`src/design/fps_pkg.sv`:
```
// package: offsets, field layout, reset values and defaults of the flash protect and status block
package fps_pkg;

  // -------------------------------------------------------------------------
  // register map (4-bit byte offsets)
  // -------------------------------------------------------------------------
  localparam logic [3:0] ADDR_CONFIG = 4'h3;
  localparam logic [3:0] ADDR_PROT   = 4'h4;
  localparam logic [3:0] ADDR_STATUS = 4'h5;

  // -------------------------------------------------------------------------
  // flash_config_reg fields
  // -------------------------------------------------------------------------
  localparam int CFG_BUFFER_EMPTY_IE = 7;
  localparam int CFG_COMPLETE_IE     = 6;
  localparam logic [7:0] CFG_WRITE_MASK = 8'hC0;
  localparam logic [7:0] CFG_RESET      = 8'h00;

  // -------------------------------------------------------------------------
  // protection_config_reg fields
  // -------------------------------------------------------------------------
  localparam int PROT_POLARITY  = 7;
  localparam int PROT_NV6       = 6;
  localparam int PROT_HIGH_DIS  = 5;
  localparam int PROT_HIGH_SZ_H = 4;
  localparam int PROT_HIGH_SZ_L = 3;
  localparam int PROT_LOW_DIS   = 2;
  localparam int PROT_LOW_SZ_H  = 1;
  localparam int PROT_LOW_SZ_L  = 0;
  // reset value before the nonvolatile copy is loaded: no protection
  localparam logic [7:0] PROT_RESET = 8'hFF;

  // -------------------------------------------------------------------------
  // flash_status_reg fields
  // -------------------------------------------------------------------------
  localparam int ST_BUFFER_EMPTY = 7;
  localparam int ST_COMPLETE     = 6;
  localparam int ST_VIOLATION    = 5;
  localparam int ST_ACCESS_ERR   = 4;
  localparam int ST_BLANK        = 2;
  localparam int ST_FAIL         = 1;
  localparam int ST_DONE         = 0;

  // -------------------------------------------------------------------------
  // address windows
  // -------------------------------------------------------------------------
  localparam logic [15:0] HIGH_END   = 16'hFFFF;
  localparam logic [15:0] HIGH_BASE0 = 16'hF800;
  localparam logic [15:0] HIGH_BASE1 = 16'hF000;
  localparam logic [15:0] HIGH_BASE2 = 16'hE000;
  localparam logic [15:0] HIGH_BASE3 = 16'hC000;
  localparam logic [15:0] LOW_BASE   = 16'h4000;
  localparam logic [15:0] LOW_END0   = 16'h43FF;
  localparam logic [15:0] LOW_END1   = 16'h47FF;
  localparam logic [15:0] LOW_END2   = 16'h4FFF;
  localparam logic [15:0] LOW_END3   = 16'h5FFF;

  // -------------------------------------------------------------------------
  // scenario tables: index = {polarity, high_dis, low_dis}, 3 bits each entry
  // -------------------------------------------------------------------------
  localparam logic [23:0] SCEN_MAP_DEFAULT = 24'hFAC_688;
  // row r (from-scenario) occupies bits [8r+7:8r], bit t set = r->t allowed
  localparam logic [63:0] ALLOW_DEFAULT = 64'hFF5A_3C18_080C_0A0F;

endpackage

```
`src/design/fps_range_decode.sv`:
```
// file: window hit decoder for the high and low protection ranges
`timescale 1ns/1ps
module fps_range_decode
  import fps_pkg::*;
(
  input  wire logic [15:0] addr,
  input  wire logic [1:0]  high_size,
  input  wire logic [1:0]  low_size,
  output logic             in_high,
  output logic             in_low
);

  logic [15:0] high_base;
  logic [15:0] low_end;

  always_comb
  begin
    case (high_size)
      2'b00:   high_base = HIGH_BASE0;
      2'b01:   high_base = HIGH_BASE1;
      2'b10:   high_base = HIGH_BASE2;
      default: high_base = HIGH_BASE3;
    endcase
    case (low_size)
      2'b00:   low_end = LOW_END0;
      2'b01:   low_end = LOW_END1;
      2'b10:   low_end = LOW_END2;
      default: low_end = LOW_END3;
    endcase
  end

  assign in_high = (addr >= high_base) && (addr <= HIGH_END);
  assign in_low  = (addr >= LOW_BASE) && (addr <= low_end);

endmodule

```
`src/design/fps_scenario.sv`:
```
// file: protection scenario lookup and transition permission table
`timescale 1ns/1ps
module fps_scenario
  import fps_pkg::*;
#(
  parameter logic [23:0] SCEN_MAP = SCEN_MAP_DEFAULT,
  parameter logic [63:0] ALLOW    = ALLOW_DEFAULT
)
(
  input  wire logic [2:0] cur_bits,
  input  wire logic [2:0] new_bits,
  output logic [2:0]      cur_scen,
  output logic            allowed
);

  logic [2:0] new_scen;

  function automatic logic [2:0] scen_of(input logic [2:0] bits);
    scen_of = SCEN_MAP[bits*3 +: 3];
  endfunction

  assign cur_scen = scen_of(cur_bits);
  assign new_scen = scen_of(new_bits);
  assign allowed  = ALLOW[{cur_scen, new_scen}];

endmodule

```
`src/design/fps_flash_protect.sv`:
```
// file: top of the flash protection and command status block
//
// Chosen here: the plain strobed port.
`timescale 1ns/1ps
module fps_flash_protect
  import fps_pkg::*;
#(
  parameter logic [23:0] SCEN_MAP = SCEN_MAP_DEFAULT,
  parameter logic [63:0] ALLOW    = ALLOW_DEFAULT
)
(
  input  wire logic        CLK,
  input  wire logic        NRST,
  input  wire logic [3:0]  ADDR,
  input  wire logic [7:0]  WDATA,
  input  wire logic        WR,
  input  wire logic        RD,
  output logic [7:0]       RDATA,
  input  wire logic [7:0]  NV_PROT_VALUE,
  input  wire logic        SPECIAL_MODE,
  input  wire logic        WORD_WRITE,
  input  wire logic [15:0] WORD_ADDR,
  input  wire logic        WORD_IS_PROG_ERASE,
  input  wire logic        BUFFER_FETCH,
  input  wire logic        ENGINE_IDLE,
  input  wire logic        OP_ACTIVE,
  input  wire logic        FAIL_SET,
  input  wire logic        BLANK_SET,
  output logic             CMD_LAUNCH,
  output logic [15:0]      CMD_ADDR,
  output logic             IRQ
);

  // -------------------------------------------------------------------------
  // state
  // -------------------------------------------------------------------------
  logic [7:0]  prot;
  logic        nv_loaded;
  logic [7:0]  cfg;
  logic        buffer_empty;
  logic        complete;
  logic        violation;
  logic        access_err;
  logic        blank;
  logic        fail;
  logic        seq_active;
  logic        seq_prog_erase;
  logic [15:0] seq_addr;
  logic        special_meta;
  logic        special;

  // -------------------------------------------------------------------------
  // decoded accesses
  // -------------------------------------------------------------------------
  logic       wr_cfg;
  logic       wr_prot;
  logic       wr_status;
  logic [7:0] next_prot;
  logic [2:0] cur_scen;
  logic       prot_allowed;
  logic       in_high;
  logic       in_low;
  logic       range_hit;
  logic       addr_protected;
  logic       launch_req;
  logic       launch_blocked;
  logic       launch_ok;
  logic       abort_zero;
  logic [7:0] status_view;
  logic [7:0] next_rdata;

  function automatic logic hit(input logic [3:0] a, input logic [3:0] offs);
    hit = (a == offs);
  endfunction

  assign wr_cfg    = WR && hit(ADDR, ADDR_CONFIG);
  assign wr_prot   = WR && hit(ADDR, ADDR_PROT) && nv_loaded;
  assign wr_status = WR && hit(ADDR, ADDR_STATUS);

  // -------------------------------------------------------------------------
  // mode pin synchroniser
  // -------------------------------------------------------------------------
  always_ff @(posedge CLK or negedge NRST)
  begin
    if (!NRST)
    begin
      special_meta <= 1'b0;
      special      <= 1'b0;
    end
    else
    begin
      special_meta <= SPECIAL_MODE;
      special      <= special_meta;
    end
  end

  // -------------------------------------------------------------------------
  // protection configuration
  // -------------------------------------------------------------------------
  // size fields only follow the write while the matching disable bit is
  // already set in the stored value; otherwise the old size is kept
  always_comb
  begin
    next_prot                 = prot;
    next_prot[PROT_POLARITY]  = WDATA[PROT_POLARITY];
    next_prot[PROT_HIGH_DIS]  = WDATA[PROT_HIGH_DIS];
    next_prot[PROT_LOW_DIS]   = WDATA[PROT_LOW_DIS];
    if (prot[PROT_HIGH_DIS])
    begin
      next_prot[PROT_HIGH_SZ_H:PROT_HIGH_SZ_L] = WDATA[PROT_HIGH_SZ_H:PROT_HIGH_SZ_L];
    end
    if (prot[PROT_LOW_DIS])
    begin
      next_prot[PROT_LOW_SZ_H:PROT_LOW_SZ_L] = WDATA[PROT_LOW_SZ_H:PROT_LOW_SZ_L];
    end
  end

  fps_scenario #(
    .SCEN_MAP (SCEN_MAP),
    .ALLOW    (ALLOW)
  ) u_scenario (
    .cur_bits ({prot[PROT_POLARITY], prot[PROT_HIGH_DIS], prot[PROT_LOW_DIS]}),
    .new_bits ({next_prot[PROT_POLARITY], next_prot[PROT_HIGH_DIS], next_prot[PROT_LOW_DIS]}),
    .cur_scen (cur_scen),
    .allowed  (prot_allowed)
  );

  // nonvolatile copy is taken at the first edge after reset release, so the
  // asynchronous reset itself only ever loads a constant
  always_ff @(posedge CLK or negedge NRST)
  begin
    if (!NRST)
    begin
      nv_loaded <= 1'b0;
      prot      <= PROT_RESET;
    end
    else if (!nv_loaded)
    begin
      nv_loaded <= 1'b1;
      prot      <= NV_PROT_VALUE;
    end
    else if (wr_prot && prot_allowed)
    begin
      prot <= next_prot;
    end
    // a refused write leaves prot untouched
  end

  // -------------------------------------------------------------------------
  // protected address check
  // -------------------------------------------------------------------------
  fps_range_decode u_range (
    .addr      (seq_addr),
    .high_size (prot[PROT_HIGH_SZ_H:PROT_HIGH_SZ_L]),
    .low_size  (prot[PROT_LOW_SZ_H:PROT_LOW_SZ_L]),
    .in_high   (in_high),
    .in_low    (in_low)
  );

  assign range_hit = (!prot[PROT_HIGH_DIS] && in_high) || (!prot[PROT_LOW_DIS] && in_low);
  // open polarity protects the enabled ranges, closed protects the rest
  assign addr_protected = prot[PROT_POLARITY] ? range_hit : !range_hit;

  // -------------------------------------------------------------------------
  // command write sequence
  // -------------------------------------------------------------------------
  assign launch_req     = wr_status && WDATA[ST_BUFFER_EMPTY] && seq_active && buffer_empty;
  // any pending error flag, or fail in special modes, stops the launch
  assign launch_blocked = violation || access_err || (special && fail);
  assign launch_ok      = launch_req && !launch_blocked
                          && !(seq_prog_erase && addr_protected);
  assign abort_zero     = wr_status && !WDATA[ST_BUFFER_EMPTY] && seq_active;

  always_ff @(posedge CLK or negedge NRST)
  begin
    if (!NRST)
    begin
      seq_active     <= 1'b0;
      seq_prog_erase <= 1'b0;
      seq_addr       <= 16'h0000;
    end
    else if (launch_req || abort_zero)
    begin
      seq_active <= 1'b0;
    end
    else if (WORD_WRITE && buffer_empty && !seq_active)
    begin
      seq_active     <= 1'b1;
      seq_prog_erase <= WORD_IS_PROG_ERASE;
      seq_addr       <= WORD_ADDR;
    end
  end

  always_ff @(posedge CLK or negedge NRST)
  begin
    if (!NRST)
    begin
      CMD_LAUNCH <= 1'b0;
      CMD_ADDR   <= 16'h0000;
    end
    else
    begin
      CMD_LAUNCH <= launch_ok;
      if (launch_ok)
      begin
        CMD_ADDR <= seq_addr;
      end
    end
  end

  // -------------------------------------------------------------------------
  // status flags
  // -------------------------------------------------------------------------
  // buffer refill from the engine wins over a clear in the same cycle
  always_ff @(posedge CLK or negedge NRST)
  begin
    if (!NRST)
    begin
      buffer_empty <= 1'b1;
    end
    else if (BUFFER_FETCH)
    begin
      buffer_empty <= 1'b1;
    end
    else if (launch_ok)
    begin
      buffer_empty <= 1'b0;
    end
  end

  // complete only rises when the engine reports idle with nothing pending;
  // a fetch of a pending command keeps ENGINE_IDLE low
  always_ff @(posedge CLK or negedge NRST)
  begin
    if (!NRST)
    begin
      complete <= 1'b1;
    end
    else if (!buffer_empty || launch_ok)
    begin
      complete <= 1'b0;
    end
    else if (ENGINE_IDLE)
    begin
      complete <= 1'b1;
    end
  end

  always_ff @(posedge CLK or negedge NRST)
  begin
    if (!NRST)
    begin
      violation <= 1'b0;
    end
    else if (launch_req && !launch_blocked && seq_prog_erase && addr_protected)
    begin
      violation <= 1'b1;
    end
    else if (wr_status && WDATA[ST_VIOLATION])
    begin
      violation <= 1'b0;
    end
  end

  always_ff @(posedge CLK or negedge NRST)
  begin
    if (!NRST)
    begin
      access_err <= 1'b0;
    end
    else if (abort_zero)
    begin
      access_err <= 1'b1;
    end
    else if (wr_status && WDATA[ST_ACCESS_ERR])
    begin
      access_err <= 1'b0;
    end
  end

  always_ff @(posedge CLK or negedge NRST)
  begin
    if (!NRST)
    begin
      fail <= 1'b0;
    end
    else if (FAIL_SET && special)
    begin
      fail <= 1'b1;
    end
    else if (wr_status && special && WDATA[ST_FAIL])
    begin
      fail <= 1'b0;
    end
  end

  always_ff @(posedge CLK or negedge NRST)
  begin
    if (!NRST)
    begin
      blank <= 1'b0;
    end
    else if (BLANK_SET)
    begin
      blank <= 1'b1;
    end
    else if (launch_ok)
    begin
      blank <= 1'b0;
    end
  end

  // -------------------------------------------------------------------------
  // configuration register and interrupt request
  // -------------------------------------------------------------------------
  always_ff @(posedge CLK or negedge NRST)
  begin
    if (!NRST)
    begin
      cfg <= CFG_RESET;
    end
    else if (wr_cfg)
    begin
      cfg <= WDATA & CFG_WRITE_MASK;
    end
  end

  always_ff @(posedge CLK or negedge NRST)
  begin
    if (!NRST)
    begin
      IRQ <= 1'b0;
    end
    else
    begin
      IRQ <= (buffer_empty && cfg[CFG_BUFFER_EMPTY_IE])
             || (complete && cfg[CFG_COMPLETE_IE]);
    end
  end

  // -------------------------------------------------------------------------
  // read path
  // -------------------------------------------------------------------------
  // fail and done are hidden outside special modes
  always_comb
  begin
    status_view                  = 8'h00;
    status_view[ST_BUFFER_EMPTY] = buffer_empty;
    status_view[ST_COMPLETE]     = complete;
    status_view[ST_VIOLATION]    = violation;
    status_view[ST_ACCESS_ERR]   = access_err;
    status_view[ST_BLANK]        = blank;
    status_view[ST_FAIL]         = special && fail;
    status_view[ST_DONE]         = special && !OP_ACTIVE;
  end

  always_comb
  begin
    if (hit(ADDR, ADDR_CONFIG))
    begin
      next_rdata = cfg;
    end
    else if (hit(ADDR, ADDR_PROT))
    begin
      next_rdata = prot;
    end
    else if (hit(ADDR, ADDR_STATUS))
    begin
      next_rdata = status_view;
    end
    else
    begin
      next_rdata = 8'h00;
    end
  end

  always_ff @(posedge CLK or negedge NRST)
  begin
    if (!NRST)
    begin
      RDATA <= 8'h00;
    end
    else if (RD)
    begin
      RDATA <= next_rdata;
    end
    else
    begin
      RDATA <= 8'h00;
    end
  end

  // cur_scen is exposed for debug visibility through hierarchy only
  logic [2:0] active_scen;
  assign active_scen = cur_scen;

endmodule

```
`config.mk`:
```
export PLATFORM = sky130hd
export DESIGN_NAME = fps_flash_protect
export DESIGN_NICKNAME = d
export VERILOG_FILES = /design/src/design/fps_pkg.sv /design/src/design/fps_range_decode.sv /design/src/design/fps_scenario.sv /design/src/design/fps_flash_protect.sv
export SDC_FILE = /design/constraint.sdc
export NUM_CORES = 1
export LEC_CHECK = 0
export BUFFER_PORTS_ARGS = -buffer_cell sky130_fd_sc_hd__buf_2
export CAP_MARGIN = 5
export CORE_MARGIN = 2
export CORE_UTILIZATION = 35
export DETAILED_ROUTE_END_ITERATION = 8
export GPL_ROUTABILITY_DRIVEN = 0
export PLACE_DENSITY = 0.62
export SYNTH_ARGS = -nofsm -noshare
export SYNTH_HDL_FRONTEND = slang
export SYNTH_SLANG_ARGS = --single-unit
export TNS_END_PERCENT = 20
```
`constraint.sdc`:
```
create_clock -name CLK -period 2.7 [get_ports CLK]
set_input_delay 0.27 -clock CLK [delete_from_list [all_inputs] [get_ports CLK]]
set_output_delay 0.27 -clock CLK [all_outputs]
set_load 0.02 [all_outputs]
```
Word level (Yosys, flattened, before mapping)

Memory sizes are Yosys's and may differ from the RTL's.
Cells that the tools add are included.
W data, S select, Z words.

Reduce and logical (&&, ||, !) cells: 57
Magnitude comparators: 5
Bitwise logic cells: 1
Multipliers: 2
Equal/unequal tests: 10
Shift operators: 2
Mux-type cells: 25

Operator list:

| cell                      | number |
|---|---|
| $mux W8                   | 6 |
| $shiftx A24 B6 Y3 const A | 2 |
| $pmux W14 S3              | 1 |
| $pmux W13 S3              | 1 |
| $logic_and A1 B1 Y1       | 30 |
| $ge A16 B15 Y1 const B    | 1 |
| $ge A16 B16 Y1            | 1 |
| $le A16 B15 Y1            | 1 |
| $le A16 B16 Y1 const B    | 1 |
| $mux W1                   | 15 |
| $reduce_bool A2 Y1        | 7 |
| $mul A3 B2 Y5 const B     | 2 |
| $logic_not A1 Y1          | 9 |
| $eq A4 B3 Y1 const B      | 2 |
| $lt A6 B7 Y1 const B      | 1 |
| $logic_or A1 B1 Y1        | 6 |
| $reduce_and A2 Y1         | 3 |
| $eq A2 B1 Y1 const B      | 2 |
| $eq A2 B2 Y1 const B      | 2 |
| $eq A4 B2 Y1 const B      | 1 |
| $logic_not A2 Y1          | 2 |
| $mux W2                   | 2 |
| $ne A2 B2 Y1 const B      | 2 |
| $ne A2 B1 Y1 const B      | 1 |
| $not A1 Y1                | 1 |

Memories: 1
Word-level logic and storage cells: 124
Register bits: 63
Input bits: 48
ROM bits: 64
Output and inout port bits: 26

Memory list:

| memory          | depth | bits a word | rd ports | clocked after Yosys merged registers in | wr ports | line               | source |
|---|---|---|---|---|---|---|---|
| (no name shown) | 64    | 1           | 1        | 0                                       | 0        | fps_scenario.sv:24 | `assign allowed = ALLOW[{cur_scen, new_scen}];` |

Logic depth before layout (Yosys ltp)

Word-level depth: 13
Depth in mapped cells: 9
Gate-level depth less buffers: 8

Hierarchy

Synthesis repeated with hierarchy kept, for this count alone.

Cells, all modules: 240
Area total of the unflattened synthesis: 3,005.4 um^2

By module, submodules not included:

| module            | cells each | times used | area an instance (um^2) | sequential area each (um^2) |
|---|---|---|---|---|
| fps_flash_protect | 190        | 1          | 2,636.3                 | 1,589.0 |
| fps_range_decode  | 32         | 1          | 236.5                   | 0.0 |
| fps_scenario      | 18         | 1          | 132.6                   | 0.0 |

Least setup slack after synthesis

Ideal clock, no wire load.

Path type: register -> register
From: register prot[4]
To: register CMD_ADDR[0]
Path buffers: 2
Setup slack: 328 ps
Cell stages (with the launch flop): 10
Arrival: 2,247 ps
Period minus slack after synthesis: 2,372 ps
Data required time: 2,575 ps
Library setup time: 125 ps
Cells stage by stage: dfstp_2 clkbuf_1 ha_1 nor2b_1 o21ai_0 nand3b_2 a2111o_1 and3_4 buf_12 mux2_4

Word-level cells in the longest chain between the ends: 11
Elaborated cells between the ends (all ways): 13
Those cells by class: 1 x order compare; 2 x eq/ne; 2 x mux; 8 x reduce/logical

Ends and longest elaborated chain:

| what                                       | line                     | source |
|---|---|---|
| start, declared                            | fps_flash_protect.sv:37  | `logic [7:0] prot;` |
| start signal, assigned                     | fps_flash_protect.sv:144 | `prot <= next_prot;` |
| $eq A2 B2 Y1, or another cell as far along | fps_range_decode.sv:18   | `case (high_size)` |
| $pmux W14 S3 *                             | fps_range_decode.sv:18   |  |
| $ge A16 B16 Y1 *                           | fps_range_decode.sv:32   | `assign in_high = (addr >= high_base) && (addr <= HIGH_END);` |
| $logic_and A1 B1 Y1 *                      | fps_range_decode.sv:32   |  |
| $logic_and A1 B1 Y1 *                      | fps_flash_protect.sv:160 | `assign range_hit = (!prot[PROT_HIGH_DIS] && in_high) \|\| (!prot[PROT_LOW_DIS] && in_low);` |
| $logic_or A1 B1 Y1 *                       | fps_flash_protect.sv:160 |  |
| $logic_not A1 Y1                           | fps_flash_protect.sv:162 | `assign addr_protected = prot[PROT_POLARITY] ? range_hit : !range_hit;` |
| $mux W1 *                                  | fps_flash_protect.sv:162 |  |
| $logic_and A1 B1 Y1 *                      | fps_flash_protect.sv:171 | `&& !(seq_prog_erase && addr_protected);` |
| $logic_not A1 Y1 *                         | fps_flash_protect.sv:171 |  |
| $logic_and A1 B1 Y1 *                      | fps_flash_protect.sv:171 |  |
| end signal, assigned                       | fps_flash_protect.sv:206 | `CMD_ADDR <= seq_addr;` |
| end, declared                              | fps_flash_protect.sv:30  | `output logic [15:0] CMD_ADDR,` |

Mark *: on every way between the ends. The rest lies on a longest branch, timed or not.
A chain may end at the register's enable or synchronous reset.

Final worst setup path

From: register prot[1]
To: register CMD_ADDR[6]

Word-level cells in the longest chain between the ends: 11
Elaborated cells between the ends (all ways): 13
Those cells by class: 1 x order compare; 2 x eq/ne; 2 x mux; 8 x reduce/logical

Ends and longest elaborated chain:

| what                                       | line                     | source |
|---|---|---|
| $eq A2 B2 Y1, or another cell as far along | fps_range_decode.sv:24   | `case (low_size)` |
| $pmux W13 S3 *                             | fps_range_decode.sv:24   |  |
| $le A16 B15 Y1 *                           | fps_range_decode.sv:33   | `assign in_low = (addr >= LOW_BASE) && (addr <= low_end);` |
| $logic_and A1 B1 Y1 *                      | fps_range_decode.sv:33   |  |
| $logic_and A1 B1 Y1 *                      | fps_flash_protect.sv:160 |  |
| $logic_or A1 B1 Y1 *                       | fps_flash_protect.sv:160 |  |
| $logic_not A1 Y1                           | fps_flash_protect.sv:162 |  |
| $mux W1 *                                  | fps_flash_protect.sv:162 |  |
| $logic_and A1 B1 Y1 *                      | fps_flash_protect.sv:171 |  |
| $logic_not A1 Y1 *                         | fps_flash_protect.sv:171 |  |
| $logic_and A1 B1 Y1 *                      | fps_flash_protect.sv:171 |  |

Marks and branches as above.

==> impl_metrics.tcl <==
set metrics [dict create \
    die_area_mm2 0.00933 \
    core_area_mm2 0.00826 \
    synth.mux.area_fraction_pct 18.3 \
    max-slew-margin-rel_pct 52.3 \
    drc_errors 0 \
    cellPowerDensity_mw_per_mm2 816 \
    totalNegativeSetupSlack_ns 0 \
    seq_power_share_pct 46.9 \
    yosys.area_share.xor_xnor_pct 0.292 \
    post-route-util_pct 44.7 \
    layout_common_cells "73 x sky130_fd_sc_hd__buf_2, 53 x sky130_fd_sc_hd__dfrtp_1, 21 x sky130_fd_sc_hd__mux2_2, 16 x sky130_fd_sc_hd__mux2_4" \
    use_met2_pct 21.6 \
    post_drt_via_cell_ratio 4.97 \
    final.fill_count 805 \
    outcome "finished clean" \
    p_switching_uw 924 \
    dominant_combinational_cell_family_by_area_after_synthesis "multiplexers" \
    synthesis.area_mm2 0.00300 \
    cp.arrival_ns 2.73 \
    effective_utilization_at_floorplan_pct 36.3 \
    hold_path_end "special_meta" \
    hold_path.startpoint "SPECIAL_MODE" \
    reg2reg_to "CMD_ADDR[6]" \
    synthDistinctLibCells 48 \
    final_hold_viol_count 0 \
    worstPathRequired_ns 2.93 \
    wirelength_mm 6.69 \
    period_minus_slack_ns 2.50 \
    die_ht_um 96.6 \
    grt.total_usage_pct 14.8 \
    cts_tree "built" \
    vias_in_the_first_global_route 2209 \
    finalCritPeriodShare_pct 92.6 \
    grt_use_met1_pct 20.4 \
    yosysTopAreaCell "sky130_fd_sc_hd__dfrtp_1" \
    yosys_most_used_dff "sky130_fd_sc_hd__dfrtp_1" \
    synth.yosys.seq_area_share_pct 52.9 \
    slew_violations 0 \
    clockPowerShare_pct 29.3 \
    intPower_uw 2090 \
    postSynthRegisterBits 63 \
    num_vias 2136 \
    most_frequent_standard_cell_in_the_layout_excluding_fill_and_tap_cells "sky130_fd_sc_hd__buf_2" \
    leakage_power_uw 0.00183 \
    ctsResizeCount 0 \
    route.antenna.remaining_nets 0 \
    antenna_found_initial 0 \
    grt_most_used_layer "met2" \
    clk_path_buf_depth 2 \
    timing.hold.worst_path_depth 1 \
    worstRegToRegCells 8 \
    max-cap-violations 0 \
    regToRegStartpoint "prot[1]" \
    drt_first_iter_violations 130 \
    synth-simple-area-share_pct 13.3 \
    timing.fmax_mhz 400 \
    dieWidth_um 96.6 \
    area_share_of_the_leading_cell_type_in_the_synthesized_netlist_pct 44.2 \
    placed_wire_length_estimate_mm 4.97 \
    area_overhead_of_the_layout_relative_to_synthesis_pct 23.0 \
    maximum_number_of_pins_on_one_net_before_global_route_repair 34 \
    worst_slew_pin_slew_ns 0.715 \
    numPortBuffers 73 \
    switching_share_pct 30.7 \
    min-delay-path-class "in2reg" \
    wl_per_cell_um 15.6 \
    netlist_top_cells_area "sky130_fd_sc_hd__dfrtp_1 44%, sky130_fd_sc_hd__dfstp_2 8.8%, sky130_fd_sc_hd__mux2_4 8.0%" \
    setup_clock_skew_after_layout_ns 0.00922 \
    share_comb_of_total_power_pct 23.8 \
    syn_nets 296 \
    first_pass_detailed_route_iteration_total 5 \
    i_o_pins 74 \
    cp-end-kind "flip-flop" \
    numCtsBuffers 9 \
    yosys_warnings 0 \
    worstSetupPathType "reg2reg" \
    worstPathMaxFanout 20 \
    ir_worst_vdd_mv 0.251 \
    reg2reg_slack_ns 0.20 \
    finalSetupViolCount 0 \
    number_of_enable_type_register_cells_in_the_synthesized_netlist 0 \
    global_route_wire_length_before_repair_mm 11.0 \
    cts.sinks 63 \
    floorplan.rows 33 \
    async_reset_ff_share_pct 100 \
    antenna_cells 0 \
    synth_compound_area_share_pct 8.38 \
    slowest_delay_ns 0.55 \
    globalRouteOverflowTotal 0 \
    global_route.usage.met3_pct 3.68 \
    final_nets 376 \
    rsz0062_at_grt "false" \
    setup.worst_path.start_class "flip-flop" \
    cts.reportedPaths.clkPinSlew_ns 0.07 \
    crit_slowest_cell "sky130_fd_sc_hd__dfstp_2" \
    syn_area_per_cell_um2 12.5 \
    synth_adder_area_share_pct 3.33 \
    worst_skew_pair.late_latency_ns 0.35 \
    cts_htree_levels 3 \
    number_of_instances_in_the_synthesized_netlist 240 \
    layout-drive-gt1-share_pct 45.2 \
    cts_root_buf "sky130_fd_sc_hd__clkbuf_8" \
    worstPathCellList "inv_1 -> ha_1 -> a21o_1 -> a211oi_1 -> o211a_1 -> a2111o_1 -> and3_4 -> mux2_4" \
]
[logic make-up (layout without fill, tap and decap cells)]
kind of cell             after synthesis  count (layout)
multiplexers                          43              43
XOR/XNOR                               1               1
AO/OA/AOI/OAI                         39              39
flip-flops                            63              63
AND/OR/NAND/NOR                       67              67
buffers and inverters                 18             103
adder cells (fa/ha/maj)                8               8
other                                  1               1
[synth_stat cells, types with 3 or more instances]
cell type                   n
sky130_fd_sc_hd__dfrtp_1   53
sky130_fd_sc_hd__dfstp_2   10
sky130_fd_sc_hd__nand3_1    4
sky130_fd_sc_hd__inv_1     10
sky130_fd_sc_hd__clkbuf_1   5
sky130_fd_sc_hd__nor2b_1    4
sky130_fd_sc_hd__nand2_1   14
sky130_fd_sc_hd__a21oi_1   10
sky130_fd_sc_hd__mux2i_1    5
sky130_fd_sc_hd__nor4_1     4
sky130_fd_sc_hd__and3_1     4
sky130_fd_sc_hd__nand4_1    3
sky130_fd_sc_hd__o21ai_0   11
sky130_fd_sc_hd__nand3b_1   4
sky130_fd_sc_hd__ha_1       8
sky130_fd_sc_hd__nor2_1    14
sky130_fd_sc_hd__mux2_2    21
sky130_fd_sc_hd__a31oi_1    4
sky130_fd_sc_hd__mux2_4    16
[power groups by stage]
stage          logic (µW)  clock network, µW  registers [µW]
2_1_floorplan         463                  0            1410
3_3_place_gp          707                  0            1430
3_5_place_dp          724                  0            1430
4_1_cts               729                897            1410
5_1_grt               793                940            1450
6_report              718                882            1410
[state kept, by name, summed over array words and instances, names as in the netlist, 2 cells and up]
name,cells
RDATA,8
seq_addr,16
prot,8
cfg,2
CMD_ADDR,16
[worst max-delay path by stage]
stage | start | to | slack (ns) | cells past startpoint
finish | prot[1] | CMD_ADDR[6] | 0.20 | 8
global route | prot[0] | CMD_ADDR[15] | 0.04 | 8
CTS | prot[1] | CMD_ADDR[6] | 0.19 | 8
detailed placement | prot[0] | CMD_ADDR[4] | 0.20 | 8
global placement | prot[0] | CMD_ADDR[6] | 0.20 | 8
floorplan | prot[4] | CMD_ADDR[0] | 0.33 | 9
[routing by layer]
metal  wire length, µm  share of wire [%]  vias up
met4               161                2.4        0
met5                 0                  0        -
met2              2990                 45       68
met1              3160                 47     1031
met3               379                5.7       14
li1                  -                  -     1023
[final cells by class]
cell class	count	area [µm²]	share of cell area, %
tap	105	131	3.56
clock buffer	10	128	3.46
clock inverter	6	85.1	2.30
sequential	63	1590	43.0
inverter	10	37.5	1.02
timing repair buffer	77	410	11.1
multi-input combinational	159	1310	35.5
[critical path, delay by kind of cell (launching register included)]
kind	cells	cell delay, ns
buffers and inverters	1	0.07
flip-flops	1	0.55
AND/OR/NAND/NOR	1	0.41
adder cells (fa/ha/maj)	1	0.29
AO/OA/AOI/OAI	4	0.73
multiplexers	1	0.34
[per-stage QoR]
stage | total power (µW) | setup slack (ns) | hold slack (ns) | cell area (µm²) | instances
2_1_floorplan | 1880 | 0.328 | -0.0256 | 3000 | 240
3_3_place_gp | 2130 | 0.203 | 0.335 | 3470 | 413
3_5_place_dp | 2150 | 0.199 | 0.339 | 3470 | 413
4_1_cts | 3040 | 0.191 | 0.0290 | 3690 | 430
5_1_grt | 3180 | 0.0390 | 0.0401 | 3690 | 430
6_report | 3010 | 0.201 | 0.0342 | 3690 | 430
[timing repair]
action                    CTS  global route
hold buffers                1             0
hold endpoints to repair   10             0
buffers inserted            0             0
(Power assumes the default switching activity.)
